<file path="src/rtl/tmcc_pkg.sv">
// Constants, field layout and types shared by the timer channel files
package tmcc_pkg;

	// ************************************************************
	// Widths
	// ************************************************************
	localparam int          TMCC_DATA_W = 16;                   // Counter and data width
	localparam int          TMCC_ADDR_W = 4;                    // Register address width

	// ************************************************************
	// Register offsets (word index on the register port)
	// ************************************************************
	localparam logic [3:0]  ADDR_COUNT  = 4'h0;                 // Up-counter, read only
	localparam logic [3:0]  ADDR_CCR0   = 4'h1;                 // First capture/compare
	localparam logic [3:0]  ADDR_CCR1   = 4'h2;                 // Second capture/compare
	localparam logic [3:0]  ADDR_MODE   = 4'h3;                 // Mode control
	localparam logic [3:0]  ADDR_CAPCMP = 4'h4;                 // Capture/compare control
	localparam logic [3:0]  ADDR_OUTCTL = 4'h5;                 // Output control
	localparam logic [3:0]  ADDR_PRESC  = 4'h6;                 // Prescaler mode

	// ************************************************************
	// Reset values
	// ************************************************************
	localparam logic [15:0] COUNT_RESET = 16'h0000;             // Counter after reset
	localparam logic [15:0] CCR_RESET   = 16'h0000;             // Capture/compare after reset
	localparam logic [7:0]  CTRL_RESET  = 8'h00;                // Control registers after reset
	localparam logic [2:0]  DIV_RESET   = 3'h0;                 // Prescaler divider after reset

	// ************************************************************
	// Field positions
	// ************************************************************
	localparam int          MODE_OP_LO       = 2;               // Op mode select, low bit
	localparam int          MODE_OP_HI       = 3;               // Op mode select, high bit
	localparam int          CAPCMP_FN0       = 0;               // First reg: 1 capture, 0 compare
	localparam int          CAPCMP_SRC0      = 1;               // First reg trigger: 1 input a
	localparam int          CAPCMP_FN1       = 2;               // Second reg: 1 capture
	localparam int          OUTCTL_ENABLE    = 0;               // Output controller enable
	localparam int          OUTCTL_INV0      = 1;               // Toggle on first match
	localparam int          OUTCTL_INV1      = 2;               // Toggle on second match
	localparam int          OUTCTL_LEVEL     = 3;               // Idle output level
	localparam int          OUTCTL_ONESHOT_EN = 5;              // One-shot pulse mode enable
	localparam int          OUTCTL_ONESHOT_TRIG = 6;            // One-shot trigger, self clearing
	localparam int          PRESC_CLK_LO     = 0;               // Count clock select, 2 bits
	localparam int          PRESC_A_LO       = 4;               // Input a edge select, 2 bits
	localparam int          PRESC_B_LO       = 6;               // Input b edge select, 2 bits

	// ************************************************************
	// Encodings
	// ************************************************************
	typedef enum logic [1:0] {
		TMCC_STOP      = 2'b00,                                 // Stopped, counter held at zero
		TMCC_FREE      = 2'b01,                                 // Free running
		TMCC_EDGE_CLR  = 2'b10,                                 // Clear and restart on input a
		TMCC_MATCH_CLR = 2'b11                                  // Clear and restart on match
	} tmcc_mode_t;

	localparam logic [1:0]  EDGE_FALL   = 2'b00;                // Falling edge valid
	localparam logic [1:0]  EDGE_RISE   = 2'b01;                // Rising edge valid
	localparam logic [1:0]  EDGE_BOTH   = 2'b11;                // Both edges valid

	localparam logic [1:0]  CLK_DIV1    = 2'b00;                // Count every core clock
	localparam logic [1:0]  CLK_DIV2    = 2'b01;                // Count every second clock
	localparam logic [1:0]  CLK_DIV4    = 2'b10;                // Count every fourth clock
	localparam logic [1:0]  CLK_EXT     = 2'b11;                // Count valid edges of input a

	// Picks the valid (or opposite) edge from a two bit select
	function automatic logic tmcc_edge_pick(input logic [1:0] sel, input logic rise,
		input logic fall, input logic opposite);
		logic hit;
		hit = 1'b0;
		if (sel == EDGE_FALL) begin
			hit = opposite ? rise : fall;
		end else if (sel == EDGE_RISE) begin
			hit = opposite ? fall : rise;
		end else if (sel == EDGE_BOTH) begin
			hit = opposite ? 1'b0 : (rise | fall);
		end
		return hit;
	endfunction : tmcc_edge_pick

endpackage : tmcc_pkg

</file>
<file path="src/rtl/tmcc_edge.sv">
// Edge detector for one timer input pin with programmable valid edge
`timescale 1ns/100ps

module tmcc_edge
	import tmcc_pkg::*;
(
	// Clock and reset
	input  wire logic       core_clk,
	input  wire logic       rst,
	// Pin and select
	input  wire logic       pin,
	input  wire logic [1:0] sel,
	// Detected edges
	output logic            valid_edge,
	output logic            opposite_edge
);

	// ************************************************************
	// Edge detection
	// ************************************************************
	logic pin_prev;                                             // Pin level one clock ago
	logic rise;                                                 // Low to high this clock
	logic fall;                                                 // High to low this clock

	// Previous level; pin is already synchronous to core_clk
	always_ff @(posedge core_clk or posedge rst) begin
		if (rst) begin
			pin_prev <= 1'b0;
		end else begin
			pin_prev <= pin;
		end
	end

	assign rise          = pin & ~pin_prev;
	assign fall          = ~pin & pin_prev;
	// Select code 10 is forbidden and simply detects nothing
	assign valid_edge    = tmcc_edge_pick(sel, rise, fall, 1'b0);
	assign opposite_edge = tmcc_edge_pick(sel, rise, fall, 1'b1);

endmodule : tmcc_edge

</file>
<file path="src/rtl/tmcc_timer.sv">
// One channel of the 16-bit timer/event counter with capture/compare
`timescale 1ns/100ps

module tmcc_timer
	import tmcc_pkg::*;
#(
	parameter int DATA_W = TMCC_DATA_W,                         // Counter width
	parameter int ADDR_W = TMCC_ADDR_W                          // Register address width
) (
	// Clock and reset
	input  wire logic              core_clk,
	input  wire logic              rst,
	// Register port
	input  wire logic [ADDR_W-1:0] reg_addr,
	input  wire logic [DATA_W-1:0] reg_wdata,
	input  wire logic              reg_wr,
	input  wire logic              reg_rd,
	output logic      [DATA_W-1:0] reg_rdata,
	// Timer pins
	input  wire logic              timer_input_a,
	input  wire logic              timer_input_b,
	output logic                   timer_output_pin,
	// Interrupt requests
	output logic                   first_compare_irq,
	output logic                   second_compare_irq
);

	// ************************************************************
	// Register file
	// ************************************************************
	logic [DATA_W-1:0] up_counter;                              // Live count
	logic [DATA_W-1:0] capture_compare_first;                   // First capture/compare
	logic [DATA_W-1:0] capture_compare_second;                  // Second capture/compare
	logic [7:0]        mode_control_register;                   // Op mode bits
	logic [7:0]        capcmp_control_register;                 // Function and source
	logic [7:0]        output_control_register;                 // Output controller
	logic [7:0]        prescaler_mode_register;                 // Clock and edge select

	logic wr_ccr0;                                              // Write strobe, first reg
	logic wr_ccr1;                                              // Write strobe, second reg
	logic one_shot_trigger_bit;                                 // Pulse from trigger write

	assign wr_ccr0 = reg_wr && (reg_addr == ADDR_CCR0);
	assign wr_ccr1 = reg_wr && (reg_addr == ADDR_CCR1);
	assign one_shot_trigger_bit = reg_wr && (reg_addr == ADDR_OUTCTL)
		&& reg_wdata[OUTCTL_ONESHOT_TRIG];

	// Control registers; trigger bit is not stored and reads zero
	always_ff @(posedge core_clk or posedge rst) begin
		if (rst) begin
			mode_control_register   <= CTRL_RESET;
			capcmp_control_register <= CTRL_RESET;
			output_control_register <= CTRL_RESET;
			prescaler_mode_register <= CTRL_RESET;
		end else if (reg_wr) begin
			if (reg_addr == ADDR_MODE) begin
				mode_control_register   <= reg_wdata[7:0];
			end else if (reg_addr == ADDR_CAPCMP) begin
				capcmp_control_register <= reg_wdata[7:0];
			end else if (reg_addr == ADDR_OUTCTL) begin
				output_control_register <= reg_wdata[7:0] & ~(8'h01 << OUTCTL_ONESHOT_TRIG);
			end else if (reg_addr == ADDR_PRESC) begin
				prescaler_mode_register <= reg_wdata[7:0];
			end
		end
	end

	// ************************************************************
	// Decoded control
	// ************************************************************
	tmcc_mode_t mode;                                           // Operating mode
	logic       running;                                        // Any mode but stop
	logic       first_is_capture;                               // First reg captures
	logic       second_is_capture;                              // Second reg captures
	logic       one_shot_mode;                                  // One-shot pulse output
	logic [1:0] input_a_edge_sel;                               // Valid edge of input a
	logic [1:0] input_b_edge_sel;                               // Valid edge of input b
	logic [1:0] clk_sel;                                        // Count clock select

	assign mode = tmcc_mode_t'(mode_control_register[MODE_OP_HI:MODE_OP_LO]);
	assign running = (mode != TMCC_STOP);
	assign first_is_capture  = capcmp_control_register[CAPCMP_FN0];
	assign second_is_capture = capcmp_control_register[CAPCMP_FN1];
	assign one_shot_mode = output_control_register[OUTCTL_ONESHOT_EN]
		&& (mode == TMCC_FREE || mode == TMCC_EDGE_CLR);
	assign input_a_edge_sel = prescaler_mode_register[PRESC_A_LO+1:PRESC_A_LO];
	assign input_b_edge_sel = prescaler_mode_register[PRESC_B_LO+1:PRESC_B_LO];
	assign clk_sel = prescaler_mode_register[PRESC_CLK_LO+1:PRESC_CLK_LO];

	// ************************************************************
	// Input pin edges
	// ************************************************************
	logic a_valid;                                              // Valid edge on input a
	logic a_opposite;                                           // Opposite edge on input a
	logic b_valid;                                              // Valid edge on input b

	tmcc_edge u_edge_a (
		.core_clk      (core_clk),
		.rst           (rst),
		.pin           (timer_input_a),
		.sel           (input_a_edge_sel),
		.valid_edge    (a_valid),
		.opposite_edge (a_opposite)
	);

	tmcc_edge u_edge_b (
		.core_clk      (core_clk),
		.rst           (rst),
		.pin           (timer_input_b),
		.sel           (input_b_edge_sel),
		.valid_edge    (b_valid),
		.opposite_edge ()
	);

	// ************************************************************
	// Count clock
	// ************************************************************
	logic [2:0] div_cnt;                                        // Prescaler divider
	logic       tick;                                           // Count pulse this clock

	// Divider restarts on stop so the first count is a full period
	always_ff @(posedge core_clk or posedge rst) begin
		if (rst) begin
			div_cnt <= DIV_RESET;
		end else if (!running) begin
			div_cnt <= DIV_RESET;
		end else begin
			div_cnt <= div_cnt + 3'h1;
		end
	end

	// External event counting uses input a edges as the clock
	always_comb begin
		tick = 1'b0;
		if (!running) begin
			tick = 1'b0;
		end else if (clk_sel == CLK_DIV1) begin
			tick = 1'b1;
		end else if (clk_sel == CLK_DIV2) begin
			tick = div_cnt[0];
		end else if (clk_sel == CLK_DIV4) begin
			tick = (div_cnt[1:0] == 2'h3);
		end else begin
			tick = a_valid;
		end
	end

	// ************************************************************
	// Counter
	// ************************************************************
	logic eq0;                                                  // Counter equals first reg
	logic eq1;                                                  // Counter equals second reg
	logic edge_clear;                                           // Immediate clear request
	logic match_clear;                                          // Clear at next count

	assign eq0 = (up_counter == capture_compare_first);
	assign eq1 = (up_counter == capture_compare_second);
	assign edge_clear = running && (((mode == TMCC_EDGE_CLR) && a_valid)
		|| (one_shot_mode && (one_shot_trigger_bit || a_valid)));
	assign match_clear = (mode == TMCC_MATCH_CLR) && !first_is_capture && eq0;

	// Stop wins, then edge or trigger clear, then the count pulse
	always_ff @(posedge core_clk or posedge rst) begin
		if (rst) begin
			up_counter <= COUNT_RESET;
		end else if (!running) begin
			up_counter <= COUNT_RESET;
		end else if (edge_clear) begin
			up_counter <= COUNT_RESET;
		end else if (tick && match_clear) begin
			up_counter <= COUNT_RESET;
		end else if (tick) begin
			up_counter <= up_counter + 16'h0001;
		end
	end

	// ************************************************************
	// Capture and compare registers
	// ************************************************************
	logic cap0;                                                 // Capture into first reg
	logic cap1;                                                 // Capture into second reg

	// First reg: input a path uses the opposite edge, input b its own valid edge; second reg: valid edge of input a
	assign cap0 = running && first_is_capture
		&& (capcmp_control_register[CAPCMP_SRC0] ? a_opposite : b_valid);
	assign cap1 = running && second_is_capture && a_valid;

	// A capture in the cycle of a software write wins over the write
	always_ff @(posedge core_clk or posedge rst) begin
		if (rst) begin
			capture_compare_first <= CCR_RESET;
		end else if (cap0) begin
			capture_compare_first <= up_counter;
		end else if (wr_ccr0) begin
			capture_compare_first <= reg_wdata;
		end
	end

	// Second register mirrors the first with the valid edge of input a as trigger
	always_ff @(posedge core_clk or posedge rst) begin
		if (rst) begin
			capture_compare_second <= CCR_RESET;
		end else if (cap1) begin
			capture_compare_second <= up_counter;
		end else if (wr_ccr1) begin
			capture_compare_second <= reg_wdata;
		end
	end

	// ************************************************************
	// Compare requests
	// ************************************************************
	logic hit0;                                                 // Qualified first match
	logic hit1;                                                 // Qualified second match
	logic hit0_d;                                               // First match last clock
	logic hit1_d;                                               // Second match last clock

	assign hit0 = running && !first_is_capture && eq0;
	assign hit1 = running && !second_is_capture && eq1;

	// One request per arrival at the match, not one per clock held
	always_ff @(posedge core_clk or posedge rst) begin
		if (rst) begin
			hit0_d             <= 1'b0;
			hit1_d             <= 1'b0;
			first_compare_irq  <= 1'b0;
			second_compare_irq <= 1'b0;
		end else begin
			hit0_d             <= hit0;
			hit1_d             <= hit1;
			first_compare_irq  <= hit0 && !hit0_d;
			second_compare_irq <= hit1 && !hit1_d;
		end
	end

	// ************************************************************
	// Output controller
	// ************************************************************
	// Idle level while disabled or stopped; toggles give square and PWM
	always_ff @(posedge core_clk or posedge rst) begin
		if (rst) begin
			timer_output_pin <= 1'b0;
		end else if (!running || !output_control_register[OUTCTL_ENABLE]) begin
			timer_output_pin <= output_control_register[OUTCTL_LEVEL];
		end else if ((hit0 && !hit0_d && output_control_register[OUTCTL_INV0])
			!= (hit1 && !hit1_d && output_control_register[OUTCTL_INV1])) begin
			timer_output_pin <= ~timer_output_pin;
		end
	end

	// ************************************************************
	// Read port
	// ************************************************************
	// Data stand one clock after the strobe; unmapped reads give zero
	always_ff @(posedge core_clk or posedge rst) begin
		if (rst) begin
			reg_rdata <= 16'h0000;
		end else if (!reg_rd) begin
			reg_rdata <= 16'h0000;
		end else if (reg_addr == ADDR_COUNT) begin
			reg_rdata <= up_counter;
		end else if (reg_addr == ADDR_CCR0) begin
			reg_rdata <= capture_compare_first;
		end else if (reg_addr == ADDR_CCR1) begin
			reg_rdata <= capture_compare_second;
		end else if (reg_addr == ADDR_MODE) begin
			reg_rdata <= {8'h00, mode_control_register};
		end else if (reg_addr == ADDR_CAPCMP) begin
			reg_rdata <= {8'h00, capcmp_control_register};
		end else if (reg_addr == ADDR_OUTCTL) begin
			reg_rdata <= {8'h00, output_control_register};
		end else if (reg_addr == ADDR_PRESC) begin
			reg_rdata <= {8'h00, prescaler_mode_register};
		end else begin
			reg_rdata <= 16'h0000;
		end
	end
endmodule : tmcc_timer

</file>
<file path="config.mk">
export PLATFORM = sky130hd
export DESIGN_NAME = tmcc_timer
export DESIGN_NICKNAME = d
export VERILOG_FILES = /design/src/rtl/tmcc_pkg.sv /design/src/rtl/tmcc_edge.sv /design/src/rtl/tmcc_timer.sv
export SDC_FILE = /design/constraint.sdc
export NUM_CORES = 1
export LEC_CHECK = 0
export ABC_AREA = 1
export BUFFER_PORTS_ARGS = -buffer_cell sky130_fd_sc_hd__buf_4
export CAP_MARGIN = 25
export CORE_AREA = 4 4 106 108
export CTS_CLUSTER_DIAMETER = 100
export DETAILED_ROUTE_END_ITERATION = 8
export DIE_AREA = 0 0 110 112
export PLACE_DENSITY = 0.77
export SYNTH_ARGS = -nofsm -noshare
export SYNTH_HDL_FRONTEND = slang
export SYNTH_SLANG_ARGS = --single-unit
</file>
<file path="constraint.sdc">
create_clock -name core_clk -period 3.58 [get_ports core_clk]
set_clock_uncertainty 0.15 [all_clocks]
set_input_delay 0.179 -clock core_clk [delete_from_list [all_inputs] [get_ports core_clk]]
set_output_delay 0.179 -clock core_clk [all_outputs]
set_load 0.005 [all_outputs]
</file>
## Word-level counts from Yosys, hierarchy flattened

Cells that the tools add are included.

- Add/sub/neg operators: 2
- Eq/ne operators: 20
- Mux-type cells: 32
- Bitwise logic cells: 14
- Reductions and logical operators: 45

Operators by type and width:

| kind | number |
|---|---|
| 16-bit 2-to-1 mux | 12 |
| 16-bit equality test | 2 |
| 8-bit 2-to-1 mux | 4 |
| 1-bit logical AND | 23 |
| 16-bit by 1-bit adder with 16-bit output (second input constant) | 1 |
| 1-bit 2-to-1 mux | 15 |
| 2-bit equality test (second input constant) | 6 |
| 4-bit by 3-bit equality test with 1-bit output (second input constant) | 3 |
| 2-bit by 1-bit equality test with 1-bit output (second input constant) | 4 |
| 4-bit by 2-bit equality test with 1-bit output (second input constant) | 2 |
| 1-bit inverter | 8 |
| 2-bit nonzero test | 4 |
| 1-bit zero test | 6 |
| 2-bit zero test | 3 |
| 5-bit AND reduction | 1 |
| 1-bit bitwise AND | 4 |
| 4-bit by 1-bit equality test with 1-bit output (second input constant) | 1 |
| 4-bit zero test | 1 |
| 1-bit logical OR | 4 |
| 4-bit by 1-bit inequality test with 1-bit output (second input constant) | 1 |
| 4-bit AND reduction | 1 |
| 3-bit by 1-bit adder with 3-bit output (second input constant) | 1 |
| 3-bit 2-to-1 mux | 1 |
| 3-bit AND reduction | 1 |
| 3 further kinds | 4 |

- Flip-flop bits (word level): 105
- Input port bits: 26
- Output and inout bits: 19
- Logic and storage cells: 129

## Longest topological paths before layout

Gate-level depths: netlist (run 1).

- Word-level depth: 14
- Gate-level depth with buffers: 14
- Mapped depth without buffers: 13

## By module

From an unflattened synthesis (run 1), not the netlist that was laid out.

- Cells, all modules: 752
- Area, all modules: 5918.2 µm²

By module, submodules not included:

| module | instances | cells each | area each (µm²) |
|---|---|---|---|
| tmcc_timer | 1 | 720 | 5708.0 |
| tmcc_edge | 2 | 16 | 105.1 |

## Worst setup path after synthesis (run 1)

No wires, ideal clock.

- Kind: reg-to-reg
- Start point: reg mode_control_register[2]
- End point: reg up_counter[3]
- Library setup time: 128 ps
- Arrival: 1664 ps
- Data required time: 3302 ps
- Setup slack: 1638 ps
- Cell stages (with the launch flop): 14
- Period minus slack after synthesis: 1942 ps
- Path through: dfrtp_1 > inv_1 > ha_1 > nor2_1 > nand2_1 > nor2_1 > nand2_1 > nor3_2 > nand2_1 > inv_2 > nand3_4 > nand2_1 > buf_6 > o22ai_1

- Longest elaborated chain between the ends: 8
- Elaborated cells on any way between the ends: 18
- Classes of those cells: 4 x eq/ne; 4 x mux; 10 x reduce/logical

RTL lines:

| item | line | source |
|---|---|---|
| start, declared | tmcc_timer.sv:34 | `logic [7:0] mode_control_register;` |
| start signal, assigned | tmcc_timer.sv:57 | `mode_control_register <= reg_wdata[7:0];` |
| 2-bit by 1-bit equality test with 1-bit output / 2-bit equality test (equally long branches) | tmcc_timer.sv:85, tmcc_timer.sv:158 |  |
| 1-bit logical OR | tmcc_timer.sv:85 | `&& (mode == TMCC_FREE \|\| mode == TMCC_EDGE_CLR);` |
| 1-bit logical AND | tmcc_timer.sv:85 |  |
| 1-bit logical AND | tmcc_timer.sv:159 | `\|\| (one_shot_mode && (one_shot_trigger_bit \|\| a_valid)));` |
| 1-bit logical OR | tmcc_timer.sv:159 |  |
| 1-bit logical AND | tmcc_timer.sv:158 | `assign edge_clear = running && (((mode == TMCC_EDGE_CLR) && a_valid)` |
| 16-bit 2-to-1 mux | tmcc_timer.sv:168 | `end else if (edge_clear) begin` |
| 16-bit 2-to-1 mux | tmcc_timer.sv:166 | `end else if (!running) begin` |
| end signal, assigned | tmcc_timer.sv:173 | `up_counter <= up_counter + 16'h0001;` |
| end, declared | tmcc_timer.sv:31 | `logic [DATA_W-1:0] up_counter;` |

Parallel ways exist; a longest one is shown, timed or not.
A chain may end at the register's enable or synchronous reset.

## Worst setup path in the final report (run 1)

- Start point: in timer_input_b
- End point: reg capture_compare_first[14]

- Longest elaborated chain between the ends: 9
- Elaborated cells on any way between the ends: 11
- Classes of those cells: 5 x mux; 4 x bitwise; 2 x reduce/logical

RTL lines:

| item | line | source |
|---|---|---|
| start, declared | tmcc_timer.sv:21 | `input wire logic timer_input_b,` |
| 1-bit inverter | tmcc_edge.sv:35 | `assign fall = ~pin & pin_prev;` |
| 1-bit bitwise AND | tmcc_edge.sv:35 |  |
| 1-bit OR | tmcc_pkg.sv:76 | `hit = opposite ? 1'b0 : (rise \| fall);` |
| 1-bit 2-to-1 mux | tmcc_pkg.sv:75 | `end else if (sel == EDGE_BOTH) begin` |
| 1-bit 2-to-1 mux | tmcc_pkg.sv:73 | `end else if (sel == EDGE_RISE) begin` |
| 1-bit 2-to-1 mux * | tmcc_pkg.sv:71 | `if (sel == EDGE_FALL) begin` |
| 1-bit 2-to-1 mux * | tmcc_timer.sv:185 | `&& (capcmp_control_register[CAPCMP_SRC0] ? a_opposite : b_valid);` |
| 1-bit logical AND * | tmcc_timer.sv:185 |  |
| 16-bit 2-to-1 mux / 2-bit nonzero test (equally long branches) | - |  |
| end signal, assigned | tmcc_timer.sv:193 | `capture_compare_first <= up_counter;` |
| end signal, assigned | tmcc_timer.sv:195 | `capture_compare_first <= reg_wdata;` |
| end, declared | tmcc_timer.sv:32 | `logic [DATA_W-1:0] capture_compare_first;` |

Mark *: on every way between the ends. The rest lies on a longest branch, timed or not.

==> results of run 1 <==
[cells in the mapped netlist]
library cell / count / area (sq um)
inv_2: 3 / 11.3
nand3_1: 63 / 315
a21boi_1: 1 / 7.51
xnor2_1: 1 / 8.76
a211oi_1: 1 / 7.51
o221ai_1: 29 / 254
o21bai_1: 1 / 7.51
nor3_4: 1 / 16.3
xor2_1: 3 / 26.3
mux2i_1: 1 / 10.0
a221oi_1: 1 / 8.76
buf_4: 1 / 7.51
o21ai_1: 2 / 10.0
nand3b_1: 2 / 15.0
o21ai_0: 45 / 225
nor2_1: 53 / 199
o22ai_1: 16 / 100
a21oi_1: 29 / 145
nand3_4: 1 / 17.5
nor3_1: 6 / 30.0
nand2_2: 3 / 18.8
o21ai_2: 1 / 8.76
nor2_2: 4 / 25.0
clkbuf_1: 10 / 37.5
buf_6: 2 / 22.5
inv_1: 103 / 387
buf_2: 8 / 40.0
nand2_1: 151 / 567
nor3_2: 1 / 10.0
o211ai_1: 11 / 82.6
nand3_2: 1 / 10.0
clkinv_1: 1 / 3.75
a21boi_2: 2 / 22.5
nand4_1: 11 / 68.8
nor2_4: 5 / 56.3
o2111ai_1: 7 / 61.3
ha_1: 9 / 113
dfrtp_1: 104 / 2600
nand2_4: 2 / 22.5
a31oi_1: 1 / 6.26
[final cells by class]
cell class,instances,area share
multi-input cells,465,0.383
clock inverters,7,0.0124
inverters,107,0.0625
well taps,136,0.0263
flip-flops and latches,104,0.403
repair buffers,71,0.0937
clock buffers,9,0.0192
[placed cells by master, fill, tap and decap left out, types with 3 or more instances in the layout]
| master | synthesis | layout |
|---|---|---|
| dlygate4sd3_1 | 0 | 21 |
| o2111ai_1 | 7 | 7 |
| ha_1 | 9 | 9 |
| nor2_4 | 5 | 5 |
| inv_1 | 103 | 102 |
| o21ai_0 | 45 | 45 |
| nor3_1 | 6 | 6 |
| inv_2 | 3 | 3 |
| o22ai_1 | 16 | 16 |
| nand2_2 | 3 | 3 |
| nor2_1 | 53 | 53 |
| a21oi_1 | 29 | 29 |
| nor2_2 | 4 | 4 |
| o221ai_1 | 29 | 29 |
| nand4_1 | 11 | 11 |
| nand2_1 | 151 | 151 |
| buf_4 | 1 | 49 |
| clkbuf_8 | 0 | 9 |
| dfrtp_1 | 104 | 104 |
| o211ai_1 | 11 | 11 |
| nand3_1 | 63 | 63 |
| xor2_1 | 3 | 3 |
[state kept, by name, summed over array words and instances, names as in the netlist]
| name | cells |
|---|---|
| capture_compare_first | 16 |
| capture_compare_second | 16 |
| reg_rdata | 16 |
| up_counter | 16 |
| capcmp_control_register | 8 |
| mode_control_register | 8 |
| prescaler_mode_register | 8 |
| output_control_register | 7 |
| div_cnt | 2 |
| first_compare_irq | 1 |
| hit0_d | 1 |
| hit1_d | 1 |
| second_compare_irq | 1 |
| timer_output_pin | 1 |
| u_edge_a.pin_prev | 1 |
| u_edge_b.pin_prev | 1 |
[worst max-delay path: stages]
cell and delay, ps:
dlygate4sd3_1 540, buf_4 120, inv_1 40, ha_1 270, nor2_1 50, a211oi_1 180
o21bai_1 120, nand3_1 90, buf_4 370, nand2_1 500, o221ai_1 330
[power breakdown]
part | leakage, nW | switching [W] | internal (W)
Sequential | 1.36 | 0.000192 | 0.00143
Clock | 0.102 | 0.000442 | 0.000332
Combinational | 1.60 | 0.000693 | 0.000393
[per-stage QoR]
stage | hold WS, ps | instances | instance area, sq um | util
after floorplan | 60.4 | 697 | 5590 | -
after global placement | 159 | 861 | 6020 | 0.588
after detailed placement | 161 | 861 | 6020 | 0.588
after CTS | 129 | 898 | 6430 | 0.629
after global routing | 87.9 | 899 | 6460 | 0.632
final | 72.2 | 899 | 6460 | 0.632
[layer usage]
metal	vias to the layer above	share of wire	GRT usage
met5	-	0	0
met4	0	0.031	0.130
met3	34	0.065	0.0452
met2	238	0.48	0.447
met1	2503	0.42	0.375
li1	2454	-	-
[worst paths after layout]
path | from | endpoint | slack [ps]
max | timer_input_b | capture_compare_first[14] | 920
min | rst | capture_compare_second[1] | 70
min reg2reg | hit1_d | second_compare_irq | 290
min in group core_clk | reg_addr[1] | output_control_register[7] | 150
max in group asynchronous | rst | capcmp_control_register[5] | 2390
max reg2reg | u_edge_b.pin_prev | capture_compare_first[14] | 980
[kinds of logic (layout without fill, tap and decap cells)]
| logic type | after synthesis | in the layout | synth area share |
|---|---|---|---|
| muxes | 1 | 1 | 0.00179 |
| and+or+nand+nor | 304 | 304 | 0.245 |
| xor gates and xnor gates | 4 | 4 | 0.00627 |
| adders and majority gates | 9 | 9 | 0.0202 |
| buffers and inverters | 128 | 194 | 0.0911 |
| AOI/OAI and AO/OA | 147 | 147 | 0.170 |
| DFF | 104 | 104 | 0.466 |
==> metrics, run 1 <==
final worst slack=between 900 and 1000 ps; Least-Margin Pin Slew=823 ps; 1st-iter DRT viols=467; Post-Synthesis Cells=between 600 and 700; Die Wd=110 um; PostCTS Resize Cnt=0; clock latency on the worst-skew pair=400 ps; Layout Area Growth over Synthesis=15.7%; hold buffers post-CTS=21; # nets final=roughly 790; routability cong.=approximately 0.94; Worst slew margin=0.451; MaxCap Viol Count=0; Slew Viols, Final=0; fin crit period=2660 ps; WP data required=between 3000 and 4000 ps; maximum fanout along the worst path=36; Mapped Area=about 5600 sq um; Reg clk slew, reported paths=~90 ps; Multi-input gate area=around 2500 sq um; Synth Warn #=0; Setup CP Type=input port to register; fillers=about 870; Total Die Area=~12000 sq um; core area=about 10000 sq um; final setup vio count=0; RSZ-0062 raised after global routing=false; Inserted Diodes=0; vias per cell=between 5 and 6; Worst R2R Path Depth=8; Max Buffers Root-to-Sink=2; Buffers on Ports=44; grt ovf=0; total power=approximately 0.0035 W; DP Wirelength=approximately 12000 um; register area=2600 sq um; Post-route DRC=0; Crit. End Element=register; Post-CTS Setup Inserts=0; Sum Neg Setup Slack=0 ps; layout cells sized above 1=0.119; largest net degree at the start of global routing=81; pre-CTS WS=between 1000 and 1500 ps; worst path arrival time=between 2000 and 3000 ps; Initial Util=0.546; post-route ant nets=0; fmax=~380 MHz; Pwr Density=539 nW/um^2; final hold violation count=0; initial antenna violation count=0; Period Utilization, post-route=0.744; WL final=roughly 16000 um; Hold WC Path Type=input port to asynchronous set/reset pin; H-tree depth=3; vias in the first global route=slightly above 5000; Syn Nets=between 700 and 800; status=complete, no violations; I/O Pins=45; via count=between 5000 and 6000; num rows=37; worst vdd ir=around 0.00029 V; crit start category=input port; Root Driver=clkbuf_8; library cells used by synthesis=40; WL per Instance=between 15 and 20 um; Seq/Total Area, Yosys=0.466; global-route wire length before repair=about 27000 um; P_leak=3.07 nW; total track usage=0.282; CTS buffer count=9; CTS tree=built; die height=between 100 and 150 um; first-pass detailed-route iteration total=6; Synth Register Bits=approximately 100; Avg Cell Area, Syn=between 8 and 9 sq um; CTS sink cnt=roughly 100
(Power assumes the default switching activity.)
==> run 2: changes to the inputs <==
- clock period: 3.58 -> 2.7 ns (I/O delays scaled with it)
==> run 2 against run 1 <==
Core utilization rose by 0.39 points. Register-to-register slack got worse by 720 ps. Sequential cell count did not move. Clock power rose by 24%. Largest cell class unchanged.
==> metrics, run 2 (synthesized netlist as in run 1, its figures left out) <==
initial antenna violation count=0; Root Driver=clkbuf_8; number of cells on the critical path=12; Top cell by count, worst path=nand2_1; Reg clk slew, reported paths=100 ps; final hold violation count=0; vias per cell=slightly below 6; Worst R2R Path Depth=12; WP data required=around 2800 ps; Hold WC Path Type=input port to register; R2R Path Start=mode_control_register[2]; CTS sink cnt=between 100 and 150; Max Buffers Root-to-Sink=2; via count=5254; Crit. End Element=register; largest net degree at the start of global routing=between 50 and 60; clock latency on the worst-skew pair=~400 ps; Slowest Stage Delay on Critical Path=420 ps; CTS buffer count=9; Worst R2R Setup Slack=between 200 and 300 ps; Worst Setup EP=up_counter[3]; die height=approximately 110 um; Buf+Inv Stages, Crit Path=2; layout cells sized above 1=0.123; CTS tree=built; gr busiest metal=met2; H-tree depth=3; post-route ant nets=0; fillers=~920; worst vdd ir=between 0.0004 and 0.0005 V; 1st-iter DRT viols=between 400 and 500; maximum fanout along the worst path=11; global-route wire length before repair=27200 um; WL per Instance=18.4 um; hold path start=reg_addr[1]; crit start category=register; num rows=37; commonest non-fill, non-tap cells in the layout=151 x nand2_1, 104 x dfrtp_1, 102 x inv_1; Period Utilization, post-route=0.903; met1 Usage GRT=0.377; Total Die Area=about 12000 sq um; RR Endpoint=up_counter[3]; DP Wirelength=about 12000 um; final setup vio count=0; Least-Margin Pin Slew=approximately 740 ps; Post-route DRC=0; Die Wd=~110 um; CP Launch Point=mode_control_register[2]; routability cong.=0.930; status=complete, no violations; Worst slew margin=0.503; final core occ=0.636; P_leak=3.09 nW; RSZ-0062 raised after global routing=false; CP top delay family=simple AND/OR/NAND/NOR gates; GRT met3 Usage=0.0794; first-pass detailed-route iteration total=6; core area=about 10000 sq um; CP max-delay cell=dfrtp_1; vias in the first global route=between 5000 and 6000; Inserted Diodes=0; fin crit period=2440 ps; most common cell after layout, fill and taps aside=nand2_1; Pwr Density=704 nW/um^2; I/O Pins=45; met2 Usage GRT=0.448; Sum Neg Setup Slack=0 ps; Setup CP Type=register to register; total track usage=0.289; Buffers on Ports=44; worst path arrival time=about 2600 ps; Initial Util=0.546; grt ovf=0; worst-path cell chain=inv_1 > ha_1 > nor2_1 > nand2_1 > nor2_1 > nand2_1 > nor3_2 > nand2_1 > inv_2 > nand3_4 > nand2_1 > o22ai_1; MaxCap Viol Count=0; WL final=~17000 um; # nets final=between 800 and 900; Layout Area Growth over Synthesis=16.4%; fmax=slightly above 400 MHz; Slew Viols, Final=0
run 2: timing repair:
action,CTS,global route
endpoints found under the hold margin,103,0
hold buffers,23,0
setup buffers,0,0
gates resized for setup,0,0
run 2: final cells by class:
class / instances / area (sq um) / area share
Inverter: 107 / 405 / 0.0623
Sequential cell: 104 / 2600 / 0.400
Clock buffer: 14 / 173 / 0.0266
Tap cell: 136 / 170 / 0.0262
Clock inverter: 2 / 12.5 / 0.00192
Timing Repair Buffer: 79 / 663 / 0.102
Multi-Input combinational cell: 465 / 2480 / 0.381
run 2: worst min path at each step:
stage                                             to  slack, ps  cells after the start
after floorplan                    u_edge_a.pin_prev         20                      0
after global placement             u_edge_b.pin_prev        120                      1
after detailed placement           u_edge_b.pin_prev        120                      1
after CTS                 output_control_register[1]         90                      6
after global routing      output_control_register[7]        110                      6
final                     output_control_register[1]        100                      6
run 2: worst min-delay path: stages:
cell     delay, ps
buf_4          100
nor2_4          50
nand2_4        100
nor2_4          80
nand2_1         60
o21ai_0         60
run 2: through the flow:
stage	cells	area [sq um]	worst slack [ps]	power, W	hold WS (ps)
after CTS	907	6500	304	0.00455	91.0
after global routing	907	6500	68.5	0.00485	114
final	907	6500	262	0.00458	99.5
after floorplan	697	5590	758	0.00312	16.4
after global placement	868	6090	462	0.00353	116
after detailed placement	868	6090	313	0.00358	117
run 2: report_power, final:
part / switching (W) / total, W / internal, W
sequential: 0.000254 / 0.00216 / 0.00190
clock: 0.000550 / 0.000961 / 0.000411
combinational: 0.000928 / 0.00146 / 0.000531
run 2: metal layers:
metal | vias up | routed length, um | part of all wire
met4 | 0 | 616 | 0.037
met3 | 51 | 1250 | 0.075
met1 | 2497 | 7000 | 0.42
met5 | - | 0 | 0
met2 | 232 | 7820 | 0.47
li1 | 2474 | - | -
==> run 3: changes to the inputs <==
- CORE_AREA: 4 4 106 108 -> 4 4 161 163
- DIE_AREA: 0 0 110 112 -> 0 0 165 167
- PLACE_DENSITY: 0.77 -> 0.41
- clock period: 2.7 -> 2.9 ns (I/O delays scaled with it)
==> run 3 against run 2 <==
Critical path depth is the same. Power grew 1.5%. Worst hold slack lost 82 ps. Wire length up 15%. Global-route usage decreased by 15 points. Sequential cell count stayed put. Setup slack gained 230 ps. Via count shrank 3.8%. Register-to-register slack better by 230 ps. Non-clock buffer count is the same. Largest cell class unchanged. Largest power group unchanged. Highest routed layer is now met5.
==> metrics, run 3 (synthesized netlist as in run 1, its figures left out) <==
Crit. End Element=register; total power=between 0.004 and 0.005 W; Sum Neg Setup Slack=0 ps; Hold WC Path Type=input port to register; Die Wd=approximately 170 um; Post-route DRC=0; fmax=between 400 and 500 MHz; Layout Area Growth over Synthesis=22.2%; CTS tree=built; Initial Util=0.230; 1st-iter DRT viols=408; grt ovf=0; fin crit period=2400 ps; via count=~5100; die height=167 um; worst-path cell chain=inv_1 > ha_1 > nor2_1 > nand2_1 > nor2_1 > nand2_1 > nor3_2 > nand2_1 > inv_2 > nand3_4 > nand2_1 > o22ai_1; Inserted Diodes=0; WL per Instance=approximately 18 um; # nets final=roughly 800; MaxCap Viol Count=0; Max Buffers Root-to-Sink=2; worst vdd ir=0.000303 V; Buf+Inv Stages, Crit Path=2; core area=~24000 sq um; vias per cell=between 4 and 5; Setup CP Type=register to register; Pwr Density=680 nW/um^2; global-route wire length before repair=30100 um; Worst slew margin=0.315; DP Wirelength=between 10000 and 15000 um; register area=about 2600 sq um; routability cong.=between 0.8 and 0.9; Period Utilization, post-route=0.829; status=complete, no violations; Multi-input gate area=2480 sq um; final setup vio count=0; Reg clk slew, reported paths=around 70 ps; Min-Delay Path Depth=4; num rows=57; WP data required=approximately 3000 ps; final hold violation count=0; Slew Viols, Final=0; H-tree depth=3; WL final=19200 um; most common cell after layout, fill and taps aside=nand2_1; RSZ-0062 raised after global routing=false; commonest non-fill, non-tap cells in the layout=151 x nand2_1, 104 x dfrtp_1, 102 x inv_1; P_leak=~3.1 nW; largest net degree at the start of global routing=35; CTS buffer count=9; cell area after layout=6830 sq um; Post-CTS Setup Inserts=0; worst path arrival time=between 2000 and 2500 ps; clock latency on the worst-skew pair=between 300 and 400 ps; PostCTS Resize Cnt=0; CP top delay family=simple AND/OR/NAND/NOR gates; Worst R2R Path Depth=12; first-pass detailed-route iteration total=6; Total Die Area=around 28000 sq um; Slowest Stage Delay on Critical Path=390 ps; I/O Pins=45; post-route ant nets=0; vias in the first global route=about 5000; Buffers on Ports=44; Hold WS=17.1 ps; CTS sink cnt=~100; CP max-delay cell=dfrtp_1; number of cells on the critical path=12; maximum fanout along the worst path=11; Root Driver=clkbuf_16; initial antenna violation count=1; placed cell areas=between 6000 and 7000 sq um; layout cells sized above 1=0.123; Least-Margin Pin Slew=between 1000 and 1500 ps; crit start category=register; total track usage=0.143; Top cell by count, worst path=nand2_1; fillers=approximately 2600
[run 3: cell types whose count changed in the layout (fill, tap and decap cells not counted)]
cell	change
dlygate4sd3_1	-2
buf_4	+2
clkbuf_16	+9
bufinv_16	+1
clkbuf_8	-12
clkbuf_1	+2
[run 3: final timing paths]
check,slack (ps),end,start
setup / recovery,500,up_counter[4],mode_control_register[2]
setup reg to reg,500,up_counter[4],mode_control_register[2]
max in group asynchronous,1500,capcmp_control_register[4],rst
hold / removal,20,reg_rdata[6],reg_addr[3]
min in group asynchronous,330,timer_output_pin,rst
hold reg to reg,300,second_compare_irq,hit1_d
[run 3: timing repair]
action / in CTS / in global routing
endpoints found under the setup margin: 0 / 0
hold buffers: 21 / 0
hold endpoints to repair: 88 / 0
[run 3: power by group]
group / internal, W / switching, W
Sequential: 0.00177 / 0.000234
Combinational: 0.000491 / 0.000894
Clock: 0.000671 / 0.000581
[run 3: layout make-up]
class | count | area share
clock buffer | 13 | 0.0352
clock inverter | 3 | 0.00623
inverter | 107 | 0.0594
multi-input combinational | 465 | 0.363
sequential | 104 | 0.381
tap | 324 | 0.0594
timing repair buffer | 79 | 0.0964
[run 3: routing by layer]
metal / GRT usage / part of all wire
met3: 0.0230 / 0.043
met1: 0.207 / 0.49
met4: 0.0481 / 0.018
met5: 0 / 0.00068
met2: 0.216 / 0.45
[run 3: per-stage QoR]
step | util | cells | setup slack (ps)
2_1_floorplan | - | 697 | 958
3_3_place_gp | 0.261 | 1058 | 589
3_5_place_dp | 0.261 | 1058 | 532
4_1_cts | 0.281 | 1095 | 510
5_1_grt | 0.281 | 1095 | 251
6_report | 0.281 | 1095 | 495
[run 3: worst min-delay path: cells and delay by family]
kind | cells | cell delay (ps)
compound gates | 1 | 100
buf+inv | 1 | 110
simple gates | 2 | 140
